File: config.mk
export PLATFORM = sky130hd
export DESIGN_NAME = sltp_ctrl
export DESIGN_NICKNAME = d
export VERILOG_FILES = /design/src/logic/sltp_pkg.sv /design/src/logic/sltp_fifo.sv /design/src/logic/sltp_ctrl.sv
export SDC_FILE = /design/constraint.sdc
export NUM_CORES = 1
export LEC_CHECK = 0
export BUFFER_PORTS_ARGS = -buffer_cell sky130_fd_sc_hd__buf_2
export CAP_MARGIN = 20
export CORE_MARGIN = 5
export CORE_UTILIZATION = 37
export DETAILED_ROUTE_END_ITERATION = 8
export GPL_TIMING_DRIVEN = 0
export PLACE_DENSITY = 0.51
export SLEW_MARGIN = 40
export SYNTH_ARGS = -nofsm -noshare
export SYNTH_HDL_FRONTEND = slang
export SYNTH_HIERARCHICAL = 1
export SYNTH_SLANG_ARGS = --single-unit
File: constraint.sdc
create_clock -name hclk -period 3.5 [get_ports hclk]
set_clock_uncertainty 0.05 [all_clocks]
set_input_delay 0.35 -clock hclk [delete_from_list [all_inputs] [get_ports hclk]]
set_output_delay 0.35 -clock hclk [all_outputs]
set_load 0.1 [all_outputs]
File: src/logic/sltp_pkg.sv
package sltp_pkg;
  // Register indices; byte address is four times the index
  localparam logic [9:0] IDX_TEST = 10'h205;
  localparam logic [9:0] IDX_IDENT = 10'h206;
  localparam logic [9:0] IDX_FRAME_CHARACTER_SETTING = 10'h207;
  localparam logic [9:0] IDX_CTRL = 10'h208;
  localparam logic [9:0] IDX_STAT = 10'h209;
  // Field positions and reset values
  localparam int TEST_MSB = 4;
  localparam int CTRL_EN_BIT = 0;
  localparam int CTRL_MODE_BIT = 1;
  localparam logic [4:0] TEST_RST = 5'h00;
  localparam logic [7:0] IDENT_RST = 8'h00;
  localparam logic [7:0] FRAME_CHARACTER_SETTING_RST = 8'h00;
  localparam logic [1:0] CTRL_RST = 2'h2;
  // Test selector codes
  localparam logic [4:0] TP_OFF = 5'h00;
  localparam logic [4:0] TP_PRBS7 = 5'h01;
  localparam logic [4:0] TP_PRBS15 = 5'h02;
  localparam logic [4:0] TP_PRBS23 = 5'h03;
  localparam logic [4:0] TP_RAMP = 5'h04;
  localparam logic [4:0] TP_TRANSPORT = 5'h05;
  localparam logic [4:0] TP_D21_5 = 5'h06;
  localparam logic [4:0] TP_K28_5 = 5'h07;
  localparam logic [4:0] TP_ILA = 5'h08;
  localparam logic [4:0] TP_RPAT = 5'h09;
  localparam logic [4:0] TP_LOW = 5'h0A;
  localparam logic [4:0] TP_HIGH = 5'h0B;
  localparam logic [4:0] TP_PRBS9 = 5'h0D;
  localparam logic [4:0] TP_PRBS31 = 5'h0E;
  localparam logic [4:0] TP_CLOCK = 5'h0F;
  localparam logic [4:0] TP_K28_7 = 5'h10;
  // Lane words and characters
  localparam logic [15:0] W_D21_5 = 16'hB5B5;
  localparam logic [15:0] W_K28_5 = 16'hBCBC;
  localparam logic [15:0] W_K28_7 = 16'hFCFC;
  localparam logic [15:0] W_CLOCK = 16'h00FF;
  localparam logic [15:0] W_LOW = 16'h0000;
  localparam logic [15:0] W_HIGH = 16'hFFFF;
  localparam logic [7:0] K_START = 8'h1C;
  localparam logic [7:0] K_END = 8'h7C;
  localparam logic [30:0] PRBS_SEED = 31'h7FFFFFFF;
  localparam int ILA_MF = 4;
  typedef enum logic [1:0] {
    ST_IDLE = 2'b00,
    ST_ILA = 2'b01,
    ST_DATA = 2'b10,
    ST_TEST = 2'b11
  } sltp_state_t;
endpackage

File: src/logic/sltp_fifo.sv
module sltp_fifo #(
  parameter int WIDTH = 16,
  parameter int DEPTH = 16
) (
  input wire logic clk,
  input wire logic rst_n,
  input wire logic [WIDTH-1:0] in_data,
  input wire logic in_valid,
  output logic in_ready,
  output logic [WIDTH-1:0] out_data,
  output logic out_valid,
  input wire logic out_ready
);
  localparam int AW = $clog2(DEPTH);
  logic [WIDTH-1:0] mem_q [DEPTH];
  logic [AW-1:0] wr_q;
  logic [AW-1:0] rd_q;
  logic [AW:0] cnt_q;
  logic push;
  logic pop;

  // Full and empty follow the registered count, so both are honest
  assign in_ready = (cnt_q != DEPTH[AW:0]);
  assign out_valid = (cnt_q != '0);
  assign push = in_valid & in_ready;
  assign pop = out_valid & out_ready;
  assign out_data = mem_q[rd_q];

  ////////////////////////////////////////////////////////////////////////////
  // Storage, written only on an accepted push
  always_ff @(posedge clk)
  begin
    if (push)
    begin
      mem_q[wr_q] <= in_data;
    end
  end

  // Pointers and fill count
  always_ff @(posedge clk or negedge rst_n)
  begin
    if (!rst_n)
    begin
      wr_q <= '0;
      rd_q <= '0;
      cnt_q <= '0;
    end
    else
    begin
      if (push)
      begin
        wr_q <= (wr_q == AW'(DEPTH - 1)) ? '0 : wr_q + 1'b1;
      end
      if (pop)
      begin
        rd_q <= (rd_q == AW'(DEPTH - 1)) ? '0 : rd_q + 1'b1;
      end
      if (push && !pop)
      begin
        cnt_q <= cnt_q + 1'b1;
      end
      else if (pop && !push)
      begin
        cnt_q <= cnt_q - 1'b1;
      end
    end
  end
endmodule

File: src/logic/sltp_ctrl.sv
module sltp_ctrl #(
  parameter int LANES = 4,
  parameter int FRAMES = 4,
  parameter int DEPTH = 16
) (
  input wire logic hclk,
  input wire logic hresetn,
  input wire logic hsel,
  input wire logic [31:0] haddr,
  input wire logic [1:0] htrans,
  input wire logic hwrite,
  input wire logic [2:0] hsize,
  input wire logic [31:0] hwdata,
  input wire logic hready,
  output logic [31:0] hrdata,
  output logic hreadyout,
  output logic hresp,
  input wire logic [15:0] sample_data,
  input wire logic sample_valid,
  output logic sample_ready,
  input wire logic tx_ready,
  output logic [LANES*16-1:0] lane_data,
  output logic [LANES*2-1:0] lane_k,
  output logic lane_valid
);
  typedef logic [15:0] sltp_word_t;
  localparam int FW = $clog2(FRAMES);

  logic [31:0] hrdata_q;
  logic wr_pend_q;
  logic [9:0] wr_idx_q;
  logic [4:0] test_q;
  logic [7:0] ident_q;
  logic [7:0] frame_character_setting_q;
  logic [1:0] ctrl_q;
  sltp_pkg::sltp_state_t state_q;
  logic [1:0] mf_q;
  logic [FW-1:0] fr_q;
  logic [30:0] prbs_q;
  logic [30:0] prbs_d;
  logic [15:0] cnt_q;
  logic en_q;
  sltp_word_t word_d;
  logic [1:0] k_d;
  sltp_word_t word_q;
  logic [1:0] k_q;
  logic lane_valid_q;
  logic lane_valid_p_q;
  logic [15:0] fifo_data;
  logic fifo_valid;
  logic fifo_pop;
  logic addr_ok;
  logic rd_go;
  logic ila_last;
  logic step;
  logic code_ok;

  ////////////////////////////////////////////////////////////////////////////
  // Bus slave: zero wait states, always OKAY
  assign hreadyout = 1'b1;
  assign hresp = 1'b0;
  assign hrdata = hrdata_q;
  assign addr_ok = hsel & htrans[1] & hready;
  assign rd_go = addr_ok & !hwrite;

  // Read data is captured in the address phase and stands in the data phase
  always_ff @(posedge hclk or negedge hresetn)
  begin
    if (!hresetn)
    begin
      hrdata_q <= 32'h00000000;
    end
    else if (rd_go)
    begin
      case (haddr[11:2])
        sltp_pkg::IDX_TEST: hrdata_q <= {27'h0000000, test_q};
        sltp_pkg::IDX_IDENT: hrdata_q <= {24'h000000, ident_q};
        sltp_pkg::IDX_FRAME_CHARACTER_SETTING: hrdata_q <= {24'h000000, frame_character_setting_q};
        sltp_pkg::IDX_CTRL: hrdata_q <= {30'h00000000, ctrl_q};
        sltp_pkg::IDX_STAT: hrdata_q <= {29'h00000000, state_q, fifo_valid};
        default: hrdata_q <= 32'h00000000; // Unmapped reads as zero
      endcase
    end
  end

  // Write address is held until the data phase brings hwdata
  always_ff @(posedge hclk or negedge hresetn)
  begin
    if (!hresetn)
    begin
      wr_pend_q <= 1'b0;
      wr_idx_q <= 10'h000;
    end
    else
    begin
      wr_pend_q <= addr_ok & hwrite;
      if (addr_ok)
      begin
        wr_idx_q <= haddr[11:2];
      end
    end
  end

  // Register writes; upper bits of the test register are not stored
  always_ff @(posedge hclk or negedge hresetn)
  begin
    if (!hresetn)
    begin
      test_q <= sltp_pkg::TEST_RST;
      ident_q <= sltp_pkg::IDENT_RST;
      frame_character_setting_q <= sltp_pkg::FRAME_CHARACTER_SETTING_RST;
      ctrl_q <= sltp_pkg::CTRL_RST;
    end
    else if (wr_pend_q)
    begin
      case (wr_idx_q)
        sltp_pkg::IDX_TEST: test_q <= hwdata[sltp_pkg::TEST_MSB:0];
        sltp_pkg::IDX_IDENT: ident_q <= hwdata[7:0];
        sltp_pkg::IDX_FRAME_CHARACTER_SETTING: frame_character_setting_q <= hwdata[7:0];
        sltp_pkg::IDX_CTRL: ctrl_q <= hwdata[1:0];
        default: ;
      endcase
    end
  end

  ////////////////////////////////////////////////////////////////////////////
  // Sample buffer; back-pressure reaches the source through sample_ready
  sltp_fifo #(
    .WIDTH(16),
    .DEPTH(DEPTH)
  ) u_fifo (
    .clk(hclk),
    .rst_n(hresetn),
    .in_data(sample_data),
    .in_valid(sample_valid),
    .in_ready(sample_ready),
    .out_data(fifo_data),
    .out_valid(fifo_valid),
    .out_ready(fifo_pop)
  );

  assign step = tx_ready & ctrl_q[sltp_pkg::CTRL_EN_BIT];
  // Samples drain only in normal operation; test codes leave them queued
  assign fifo_pop = step & (state_q == sltp_pkg::ST_DATA);
  assign ila_last = (mf_q == 2'(sltp_pkg::ILA_MF - 1)) && (fr_q == FW'(FRAMES - 1));

  // Codes 7, 9 and 16 only count in 8B/10B mode, code 8 runs alignment in either mode; reserved codes send nothing
  always_comb
  begin
    case (test_q)
      sltp_pkg::TP_K28_5, sltp_pkg::TP_ILA, sltp_pkg::TP_RPAT, sltp_pkg::TP_K28_7:
        code_ok = ctrl_q[sltp_pkg::CTRL_MODE_BIT];
      5'h0C: code_ok = 1'b0;
      default: code_ok = (test_q < sltp_pkg::TP_K28_7) || (test_q == sltp_pkg::TP_K28_7);
    endcase
  end

  ////////////////////////////////////////////////////////////////////////////
  // Link sequencer; settings are taken as static while enabled
  always_ff @(posedge hclk or negedge hresetn)
  begin
    if (!hresetn)
    begin
      state_q <= sltp_pkg::ST_IDLE;
      en_q <= 1'b0;
      mf_q <= 2'h0;
      fr_q <= '0;
    end
    else
    begin
      en_q <= ctrl_q[sltp_pkg::CTRL_EN_BIT];
      if (!ctrl_q[sltp_pkg::CTRL_EN_BIT])
      begin
        state_q <= sltp_pkg::ST_IDLE;
        mf_q <= 2'h0;
        fr_q <= '0;
      end
      else
      begin
        case (state_q)
          sltp_pkg::ST_IDLE:
          begin
            // Alignment first unless a plain test code bypasses it
            if (test_q == sltp_pkg::TP_OFF || test_q == sltp_pkg::TP_ILA)
            begin
              state_q <= sltp_pkg::ST_ILA;
            end
            else
            begin
              state_q <= sltp_pkg::ST_TEST;
            end
          end
          sltp_pkg::ST_ILA:
          begin
            if (tx_ready)
            begin
              fr_q <= (fr_q == FW'(FRAMES - 1)) ? '0 : fr_q + 1'b1;
              if (fr_q == FW'(FRAMES - 1))
              begin
                mf_q <= mf_q + 2'h1;
              end
              // Repeated alignment mode loops forever
              if (ila_last && test_q != sltp_pkg::TP_ILA)
              begin
                state_q <= sltp_pkg::ST_DATA;
              end
            end
          end
          sltp_pkg::ST_DATA: state_q <= sltp_pkg::ST_DATA;
          sltp_pkg::ST_TEST: state_q <= sltp_pkg::ST_TEST;
          default: state_q <= sltp_pkg::ST_IDLE;
        endcase
      end
    end
  end

  ////////////////////////////////////////////////////////////////////////////
  // Sixteen serial steps of the selected polynomial per lane word
  function automatic logic [30:0] prbs_adv(input logic [30:0] s, input logic [4:0] c);
    logic [30:0] t;
    logic b;
    t = s;
    b = 1'b0;
    for (int i = 0; i < 16; i++)
    begin
      case (c)
        sltp_pkg::TP_PRBS7: b = t[6] ^ t[5];
        sltp_pkg::TP_PRBS9: b = t[8] ^ t[4];
        sltp_pkg::TP_PRBS15: b = t[14] ^ t[13];
        sltp_pkg::TP_PRBS23: b = t[22] ^ t[17];
        default: b = t[30] ^ t[27];
      endcase
      t = {t[29:0], b};
    end
    return t;
  endfunction

  assign prbs_d = prbs_adv(prbs_q, test_q);

  // Generator state restarts each time the link is enabled
  always_ff @(posedge hclk or negedge hresetn)
  begin
    if (!hresetn)
    begin
      prbs_q <= sltp_pkg::PRBS_SEED;
      cnt_q <= 16'h0000;
    end
    else if (!en_q)
    begin
      prbs_q <= sltp_pkg::PRBS_SEED;
      cnt_q <= 16'h0000;
    end
    else if (tx_ready && state_q == sltp_pkg::ST_TEST)
    begin
      prbs_q <= prbs_d;
      cnt_q <= cnt_q + 16'h0001;
    end
  end

  ////////////////////////////////////////////////////////////////////////////
  // Lane word selection
  always_comb
  begin
    word_d = word_q;
    k_d = 2'b00;
    if (state_q == sltp_pkg::ST_ILA)
    begin
      // Frame 0 starts each multiframe, the last frame ends it
      if (fr_q == '0)
      begin
        word_d = {sltp_pkg::K_START, sltp_pkg::K_START};
        k_d = 2'b11;
      end
      else if (fr_q == FW'(FRAMES - 1))
      begin
        word_d = {sltp_pkg::K_END, sltp_pkg::K_END};
        k_d = 2'b11;
      end
      else if (mf_q == 2'h1 && fr_q == FW'(1))
      begin
        word_d = {8'h00, ident_q};
      end
      else
      begin
        word_d = {6'h00, mf_q, 3'h0, fr_q[0], 4'h0};
      end
    end
    else if (state_q == sltp_pkg::ST_DATA)
    begin
      // Frame character fills gaps when no sample is queued
      word_d = fifo_valid ? fifo_data : {frame_character_setting_q, frame_character_setting_q};
    end
    else if (state_q == sltp_pkg::ST_TEST && code_ok)
    begin
      case (test_q)
        sltp_pkg::TP_PRBS7, sltp_pkg::TP_PRBS9, sltp_pkg::TP_PRBS15,
        sltp_pkg::TP_PRBS23, sltp_pkg::TP_PRBS31: word_d = prbs_d[15:0];
        sltp_pkg::TP_RAMP: word_d = cnt_q;
        sltp_pkg::TP_TRANSPORT: word_d = {cnt_q[7:0], ~cnt_q[7:0]};
        sltp_pkg::TP_D21_5: word_d = sltp_pkg::W_D21_5;
        sltp_pkg::TP_K28_5:
        begin
          word_d = sltp_pkg::W_K28_5;
          k_d = 2'b11;
        end
        sltp_pkg::TP_K28_7:
        begin
          word_d = sltp_pkg::W_K28_7;
          k_d = 2'b11;
        end
        sltp_pkg::TP_RPAT:
        begin
          // Short fixed cycle rich in transitions and run lengths
          case (cnt_q[1:0])
            2'h0: word_d = 16'hBE14;
            2'h1: word_d = 16'hD7A6;
            2'h2: word_d = 16'h4178;
            default: word_d = 16'h0BC3;
          endcase
        end
        sltp_pkg::TP_LOW: word_d = sltp_pkg::W_LOW;
        sltp_pkg::TP_HIGH: word_d = sltp_pkg::W_HIGH;
        sltp_pkg::TP_CLOCK: word_d = sltp_pkg::W_CLOCK;
        default: word_d = sltp_pkg::W_LOW;
      endcase
    end
    else
    begin
      word_d = sltp_pkg::W_LOW;
    end
  end

  // Common word register; it advances when the serializer takes a word, and every cycle while the link is disabled
  always_ff @(posedge hclk or negedge hresetn)
  begin
    if (!hresetn)
    begin
      word_q <= 16'h0000;
      k_q <= 2'b00;
      lane_valid_p_q <= 1'b0;
      lane_valid_q <= 1'b0;
    end
    else
    begin
      // Valid is piped twice so it lines up with the lane flops, not with word_q
      lane_valid_p_q <= step && state_q != sltp_pkg::ST_IDLE;
      lane_valid_q <= lane_valid_p_q;
      if (!ctrl_q[sltp_pkg::CTRL_EN_BIT] || tx_ready)
      begin
        word_q <= word_d;
        k_q <= k_d;
      end
    end
  end

  // Every active lane carries the same word
  genvar g;
  generate
    for (g = 0; g < LANES; g++)
    begin : g_lane
      logic [15:0] ld_q;
      logic [1:0] lk_q;
      always_ff @(posedge hclk or negedge hresetn)
      begin
        if (!hresetn)
        begin
          ld_q <= 16'h0000;
          lk_q <= 2'b00;
        end
        else
        begin
          ld_q <= word_q;
          lk_q <= k_q;
        end
      end
      assign lane_data[g*16 +: 16] = ld_q;
      assign lane_k[g*2 +: 2] = lk_q;
    end
  endgenerate
  assign lane_valid = lane_valid_q;
endmodule

==> impl_metrics.toml, run 1 <==
[global_route]
first_global_vias = 12799
grt_overflow = 0
grt_pass1_wl_um = 79700
grt_max_degree = 71
grt_util_all_layers = 0.183
use_met2 = 0.279
gr-usage-met1 = 0.272
grt-busiest-layer = "met2"
use_met3 = 0.0292
antenna_found_initial = 1

[synthesis]
synth_edf_count = 256
yosys.area.top_type = "edfxtp_1"
synth_top_area_share = 0.401
ys.flop_type = "edfxtp_1"
synth-seq-cells = 401
synthArstFlopShare = 0.362
synth.area.top_cells = "edfxtp_1 40%, dfrtp_1 15%, mux4_2 7.5%"
avgSynthCellArea_um2 = 13.2
synth_cells = 1456
ys_seq_area_frac = 0.592
yosysUniqueCellTypes = 83
syn-cell-area_um2 = 19200
yosysWarnings = 6

[placement]
dp_hpwl_um = 38200
io_buffers = 122
place_congestion = 0.909
post-place-ws_ps = -544

[clock_network]
cts_inserted_buffers = 45
cts_max_level = 2
path_clk_slew_ps = 60
cts_tree = "built"
clock_sinks = 401
cts_max_path_buffers = 3
root_buffer = "clkbuf_16"
clk_latency_ps = 580

[pwr]
finalPower_mw = 17.4
peakVddDrop_uv = 424
p_per_area_nw_per_um2 = 758
p_leak_nw = 8.78

[min_path]
hold_path.class = "input pin to register"

[die]
io_pins = 200
fp.coreArea_um2 = 51300
die_w_um = 238
start_util = 0.374
num_rows = 83
dieArea_um2 = 56500
chipHeight_um = 238

[setup_path]
critPathSlowestCell = "nor3b_2"
cp-start-kind = "register"
critPathMaxStageDelay_ps = 520
cp.arrival_ps = 3750
crit_fanout = 10
worstSetupEndpointType = "register"
path_cells = "buf_2 -> nor3b_2 -> nand3_1 -> nand4_1 -> a21o_1 -> xor2_1 -> a22o_2 -> a21oi_1 -> o22ai_1 -> a221oi_2 -> nor2_1"
critPathKind = "register to register"
critPathRequiredTime_ps = 3910

[status]
outcome = "complete, no violations"

[layout]
layout-drive-gt1-share = 0.297
post-route-util = 0.449
antennaDiodeCount = 0
layout.nets = 1811
syn2layout_area_growth_pct = 20.0

[timing]
setup_viol = 0
drv_slew = 0
rsz0062_at_grt = "no"
worstMarginPinSlew_ps = 834
max-slew-margin-rel = 0.444
hold_viol_final = 0
fmax_mhz = 299
period_share = 0.955
min_period_ps = 3340
tns_ps = 0
final.setup.worst_slack_ps = 157

[drt]
postRouteAntennaNets = 0
drt-initial-drc-count = 1020
drt-pass1-iter-count = 5
num_vias = 12535
finalWirelength_um = 52300
wire_per_inst_um = 21.7
remaining_drc_errors = 0
routed_via_density = 5.21

[job]
max_cap_violations = 0
[power by group]
group / total, mW / switching (mW) / internal [mW]
clock network: 4.66 / 1.94 / 2.73
registers: 5.98 / 0.354 / 5.63
logic: 6.80 / 4.73 / 2.08
total: 17.4 / 7.02 / 10.4
[critical path: cells and delay by family (launching register included)]
family                    cells  cell delay, ps
AOI/OAI and AO/OA             5            1450
xor gates and xnor gates      1             110
buffers and inverters         1             220
DFF                           1             410
and+or+nand+nor               4            1010
[cell type report]
class,count,area [um2]
Fill cell,4733,28300
Sequential cell,401,11400
Multi-Input combinational cell,885,7020
Timing Repair Buffer,172,1260
Clock buffer,57,1230
Buffer,169,1010
Tap cell,680,851
Clock inverter,24,233
Inverter,20,76.3
[timing repair]
| action | in CTS | in global routing |
|---|---|---|
| endpoints found under the hold margin | 150 | 0 |
| setup buffers | 0 | 7 |
| pin swaps | 0 | 5 |
| hold buffers | 16 | 0 |
| setup endpoints to repair | 6 | 12 |
| resized for setup | 7 | 9 |
[Yosys cell counts (14+ instances only)]
cell / count
a21oi_1: 42
a22oi_1: 42
and2_1: 25
buf_2: 14
buf_4: 84
clkbuf_1: 57
dfrtp_1: 113
dfstp_2: 32
edfxtp_1: 256
ha_1: 24
inv_1: 18
mux2_2: 38
mux2i_1: 17
mux4_2: 64
nand2_1: 153
nand3_1: 47
nor2_1: 61
nor3_1: 23
o21ai_0: 53
xnor2_1: 51
xor2_1: 45
[through the flow]
stage          hold WS, ps  cells  area, um2
2_1_floorplan         4.41   1480      19300
3_3_place_gp           287   2282      20700
3_5_place_dp           176   2309      21300
4_1_cts               23.5   2404      22900
5_1_grt               45.1   2408      23000
6_report              47.1   2408      23000
[sequential cells by signal, indices dropped and copies added (netlist names), 2 cells and up]
register,cells
u_fifo/mem_q,256
prbs_q,31
cnt_q,16
g_lane.ld_q,16
word_q,16
wr_idx_q,10
frame_character_setting_q,8
hrdata,8
ident_q,8
test_q,5
u_fifo/cnt_q,5
u_fifo/rd_q,4
u_fifo/wr_q,4
ctrl_q,2
fr_q,2
mf_q,2
state_q,2
[cell usage in the layout, fill, tap and decap left out, types with 8 or more instances in the layout]
cell           instances
a211oi_1               8
a21o_1                 8
a21oi_1               42
a22o_1                11
a22oi_1               42
and2_1                25
buf_1                 13
buf_16                11
buf_2                145
buf_4                 93
clkbuf_1              56
clkbuf_16             45
clkinv_2              10
conb_1                26
dfrtp_1              113
dfstp_2               32
dlygate4sd3_1         16
edfxtp_1             256
ha_1                  23
inv_1                 18
mux2_2                38
mux2i_1               17
mux4_2                64
nand2_1              152
nand2b_1              13
nand3_1               47
nor2_1                47
nor2_4                13
nor3_1                19
o211ai_1               8
o21ai_0               52
xnor2_1               51
xor2_1                45
[cell families (layout without fill, tap and decap cells)]
| group | Yosys count | after routing | synth area share |
|---|---|---|---|
| muxes | 120 | 120 | 0.107 |
| buffers and inverters | 194 | 442 | 0.0573 |
| xor gates and xnor gates | 96 | 96 | 0.0438 |
| adders and majority gates | 25 | 25 | 0.0167 |
| AOI/OAI and AO/OA | 249 | 249 | 0.0921 |
| and+or+nand+nor | 369 | 369 | 0.0908 |
| DFF | 401 | 401 | 0.592 |
| other | 2 | 26 | 0.000391 |
[final timing paths]
path	start	end	slack [ps]	cells past startpoint
min in group asynchronous	hresetn	cnt_q[0]	180	2
worst min register to register	lane_valid_p_q	lane_valid	310	0
max in group asynchronous	hresetn	ctrl_q[1]	2560	3
worst max-delay path	test_q[3]	word_q[7]	160	11
worst max register to register	test_q[3]	word_q[7]	160	11
worst min-delay path	hwdata[1]	test_q[1]	50	2
[routing by layer]
layer,part of all wire,up-vias
met5,0,-
met2,0.45,380
met3,0.059,81
li1,-,5774
met1,0.47,6300
met4,0.024,0
(Power assumes the default switching activity.)
==> run 2, diff against run 1 <==
- CORE_UTILIZATION: 37 -> 45
- PLACE_DENSITY: 0.51 -> 0.61
==> impl_metrics.toml, run 2 (synthesis gave the netlist of run 1 again) <==
[status]
outcome = "complete, no violations"

[layout]
final_cell_mix = "256 x edfxtp_1, 152 x nand2_1, 136 x buf_2"
seq_area_um2 = 11400
layout-drive-gt1-share = 0.288
layout.nets = 1804
multiInputGateArea_um2 = 6980
largest_reg_flops = 256
fin_cells = 2261
largest-register = "u_fifo/mem_q"
final_cell_area_um2 = 22700
final_common_cell = "edfxtp_1"
post-route-util = 0.539
syn2layout_area_growth_pct = 18.2
top_regs = "u_fifo/mem_q: 256 flops, prbs_q: 31 flops"
fill_cells = 3589

[pwr]
p_leak_nw = 8.70
p_per_area_nw_per_um2 = 759
peakVddDrop_uv = 685
finalPower_mw = 17.2

[job]
max_cap_violations = 0

[timing]
rsz0062_at_grt = "no"
final.setup.worst_slack_ps = 102
tns_ps = 0
period_share = 0.971
setup_viol = 0
hold_slack_ps = 41.3
min_period_ps = 3400
worstMarginPinSlew_ps = 922
drv_slew = 0
fmax_mhz = 294
max-slew-margin-rel = 0.385
hold_viol_final = 0

[drt]
drt-initial-drc-count = 1172
finalWirelength_um = 51400
remaining_drc_errors = 0
wire_per_inst_um = 22.7
postRouteAntennaNets = 0
routed_via_density = 5.56
drt-pass1-iter-count = 5
num_vias = 12574

[die]
die_w_um = 216
dieArea_um2 = 46900
start_util = 0.456
io_pins = 200
fp.coreArea_um2 = 42000
chipHeight_um = 216
num_rows = 75

[clock_network]
cts_tree = "built"
cts_max_level = 2
path_clk_slew_ps = 60
cts_max_path_buffers = 3
root_buffer = "clkbuf_16"
clock_sinks = 401
clk_latency_ps = 570
cts_inserted_buffers = 42

[placement]
placed_cells = 2167
placed_area_um2 = 21100
post-place-ws_ps = -319
io_buffers = 122
dp_hpwl_um = 37500
place_congestion = 0.958

[global_route]
antenna_found_initial = 0
grt_util_all_layers = 0.220
grt_max_degree = 72
grt_overflow = 0
first_global_vias = 12565
grt_pass1_wl_um = 79400

[setup_path]
worstSetupEndpointType = "register"
cp-start-kind = "register"
critPathKind = "register to register"
critPathRequiredTime_ps = 3900
cp.arrival_ps = 3800
crit_fanout = 5

[min_path]
hold_path.class = "input pin to register"
-- run 2: changes by cell type in the layout (fill, tap and decap cells not counted), sizes merged --
cell / before / now
bufinv: 3 / 2
clkinvlp: 4 / 0
inv: 22 / 19
diode: 0 / 1
buf: 272 / 266
clkinv: 15 / 16
clkbuf: 110 / 116
-- run 2: report_power, final --
part | internal, mW | leakage, nW | total (mW) | switching, mW
Combinational | 2.05 | 3.93 | 6.81 | 4.76
Clock | 2.58 | 0.674 | 4.43 | 1.85
Sequential | 5.63 | 4.09 | 5.96 | 0.338
Total | 10.2 | 8.70 | 17.2 | 6.95
-- run 2: area by class of cell --
type / instances / share of cell area
multi-input combinational: 885 / 0.308
tap: 539 / 0.0297
clock inverter: 17 / 0.00800
clock buffer: 61 / 0.0535
buffer: 171 / 0.0449
antenna: 1 / 0.000110
sequential: 401 / 0.501
timing repair buffer: 166 / 0.0516
inverter: 20 / 0.00337
-- run 2: worst max-delay path: stages, from the launching register on --
cell and delay [ps]:
dfrtp_1 530, nor4b_4 360, nand2_1 240, o221a_2 390
o21ai_1 320, xor2_1 130, a22o_2 360, a21oi_1 290
o22ai_1 130, a221oi_2 400, nor2_1 70
-- run 2: worst paths after layout --
kind                                 from                      endpoint  slack, ps  cells after the start
setup / recovery                test_q[1]                     word_q[7]        100                     10
hold / removal                  hwdata[1]  frame_character_setting_q[1]         40                      2
setup reg to reg                test_q[1]                     word_q[7]        100                     10
hold reg to reg            lane_valid_p_q                    lane_valid        280                      0
max in group asynchronous         hresetn                     ctrl_q[1]       2550                      3
min in group asynchronous         hresetn                     word_q[0]        170                      2
-- run 2: per-layer routing --
metal / GRT usage / vias to the layer above / wire (um)
met5: 0 / - / 0
met4: 0.0500 / 0 / 924
met3: 0.0342 / 58 / 3200
met2: 0.332 / 446 / 22800
met1: 0.339 / 6313 / 24400
li1: - / 5757 / -
-- run 2: timing repair --
item | 4_1_cts | 5_1_grt
hold buffers | 16 | 0
endpoints found under the hold margin | 148 | 0
pin swaps | 0 | 1
gates resized for setup | 5 | 10
buffers inserted | 1 | 1
setup endpoints to repair | 4 | 11
==> run 3, diff against run 2 <==
- clock period: 3.5 -> 3.8 ns (I/O delays scaled with it)
==> impl_metrics.toml, run 3 (synthesis gave the netlist of run 1 again) <==
[setup_path]
startpoint = "test_q[1]"
worstSetupEndpointType = "register"
cp-start-kind = "register"
worst_r2r_startpoint = "test_q[1]"
critPathKind = "register to register"
crit_fanout = 5
cp.arrival_ps = 4030
critPathRequiredTime_ps = 4200
rrSetupSlack_ps = 170

[timing]
drv_slew = 0
max-slew-margin-rel = 0.388
worstMarginPinSlew_ps = 918
hold_viol_final = 0
min_period_ps = 3630
setup_viol = 0
rsz0062_at_grt = "no"
fmax_mhz = 275
tns_ps = 0
period_share = 0.955

[clock_network]
cts_inserted_buffers = 42
path_clk_slew_ps = 60
clock_sinks = 401
cts_max_level = 2
cts_tree = "built"
cts_setup_buffers = 0
clk_latency_ps = 570
cts_max_path_buffers = 3
root_buffer = "clkbuf_16"

[layout]
largest-register = "u_fifo/mem_q"
syn2layout_area_growth_pct = 17.5
post-route-util = 0.536
top_regs = "u_fifo/mem_q: 256 flops, prbs_q: 31 flops"
largest_reg_flops = 256
final_cell_mix = "256 x edfxtp_1, 153 x nand2_1, 136 x buf_2"
final_cell_area_um2 = 22500
final_common_cell = "edfxtp_1"
fill_cells = 3598
layout-drive-gt1-share = 0.285
layout.nets = 1794

[placement]
place_congestion = 0.958
io_buffers = 122
placed_area_um2 = 21100
dp_hpwl_um = 37500

[drt]
wire_per_inst_um = 22.8
finalWirelength_um = 51300
num_vias = 12542
remaining_drc_errors = 0
routed_via_density = 5.57
drt-pass1-iter-count = 5
drt-initial-drc-count = 1221
postRouteAntennaNets = 0

[pwr]
p_per_area_nw_per_um2 = 702
peakVddDrop_uv = 631
p_leak_nw = 8.64

[die]
start_util = 0.456
chipHeight_um = 216
fp.coreArea_um2 = 42000
num_rows = 75
die_w_um = 216
io_pins = 200
dieArea_um2 = 46900

[status]
outcome = "complete, no violations"

[min_path]
worstHoldStart = "haddr[6]"
hold_path.class = "input pin to register"

[global_route]
antenna_found_initial = 0
grt_pass1_wl_um = 79100
first_global_vias = 12497
grt_overflow = 0
grt_util_all_layers = 0.219
grt_max_degree = 72

[job]
max_cap_violations = 0
[run 3: changes by cell type in the layout (fill, tap and decap cells not counted), moves of 2 or more]
cell and delta:
buf_4 -2, clkbuf_1 +3, clkbuf_2 -2, dlygate4sd3_1 -9
[run 3: report_power, final]
group	leakage (nW)	internal (mW)	total [mW]	switching (mW)
clock network	0.674	2.37	4.07	1.70
registers	4.09	5.18	5.49	0.308
logic	3.88	1.87	6.25	4.38
total	8.64	9.43	15.8	6.39
[run 3: layer usage]
layer	global-route usage	vias up	wire length, um
li1	-	5737	-
met1	0.338	6298	24400
met3	0.0345	62	3410
met5	0	-	0
met2	0.330	445	22600
met4	0.0500	0	947
[run 3: final timing paths]
kind | to | depth (start not counted)
max in group asynchronous | ctrl_q[1] | 3
setup reg to reg | word_q[7] | 10
min in group asynchronous | word_q[0] | 2
hold / removal | wr_idx_q[4] | 2
hold reg to reg | lane_valid | 0
setup / recovery | word_q[7] | 10
[run 3: cell type report]
type	count	area (um2)	share of cell area
multi-input cells	885	6950	0.308
clock buffers	61	1210	0.0539
flip-flops and latches	401	11400	0.504
plain buffers	172	1020	0.0452
inverters	20	78.8	0.00350
repair buffers	155	1060	0.0472
well taps	539	674	0.0299
diodes	1	2.50	0.000111
clock inverters	17	181	0.00805
[run 3: timing repair]
item                                    in CTS  in global routing
gates cloned                                 0                  0
gates resized for setup                      1                  3
hold buffers                                 7                  0
endpoints found under the setup margin       1                  3
hold endpoints to repair                   137                  0
[run 3: worst max-delay path, stage by stage, from the launching register on]
cell      delay, ps
dfrtp_1         530
nor4b_4         460
nand2_1         280
o221a_2         400
o21ai_1         320
xor2_1          130
a22o_2          360
a21oi_1         270
o22ai_1         120
a221oi_1        500
nor2_1           80
[run 3: through the flow]
step,power [mW],std cells,hold WS (ps),setup WS (ps)
after floorplan,10.2,1480,34.4,871
after global placement,11.6,2141,286,-423
after detailed placement,11.8,2167,205,-18.8
after CTS,16.0,2252,0.382,107
after global routing,16.5,2250,21.4,8.23
final,15.8,2251,28.6,170
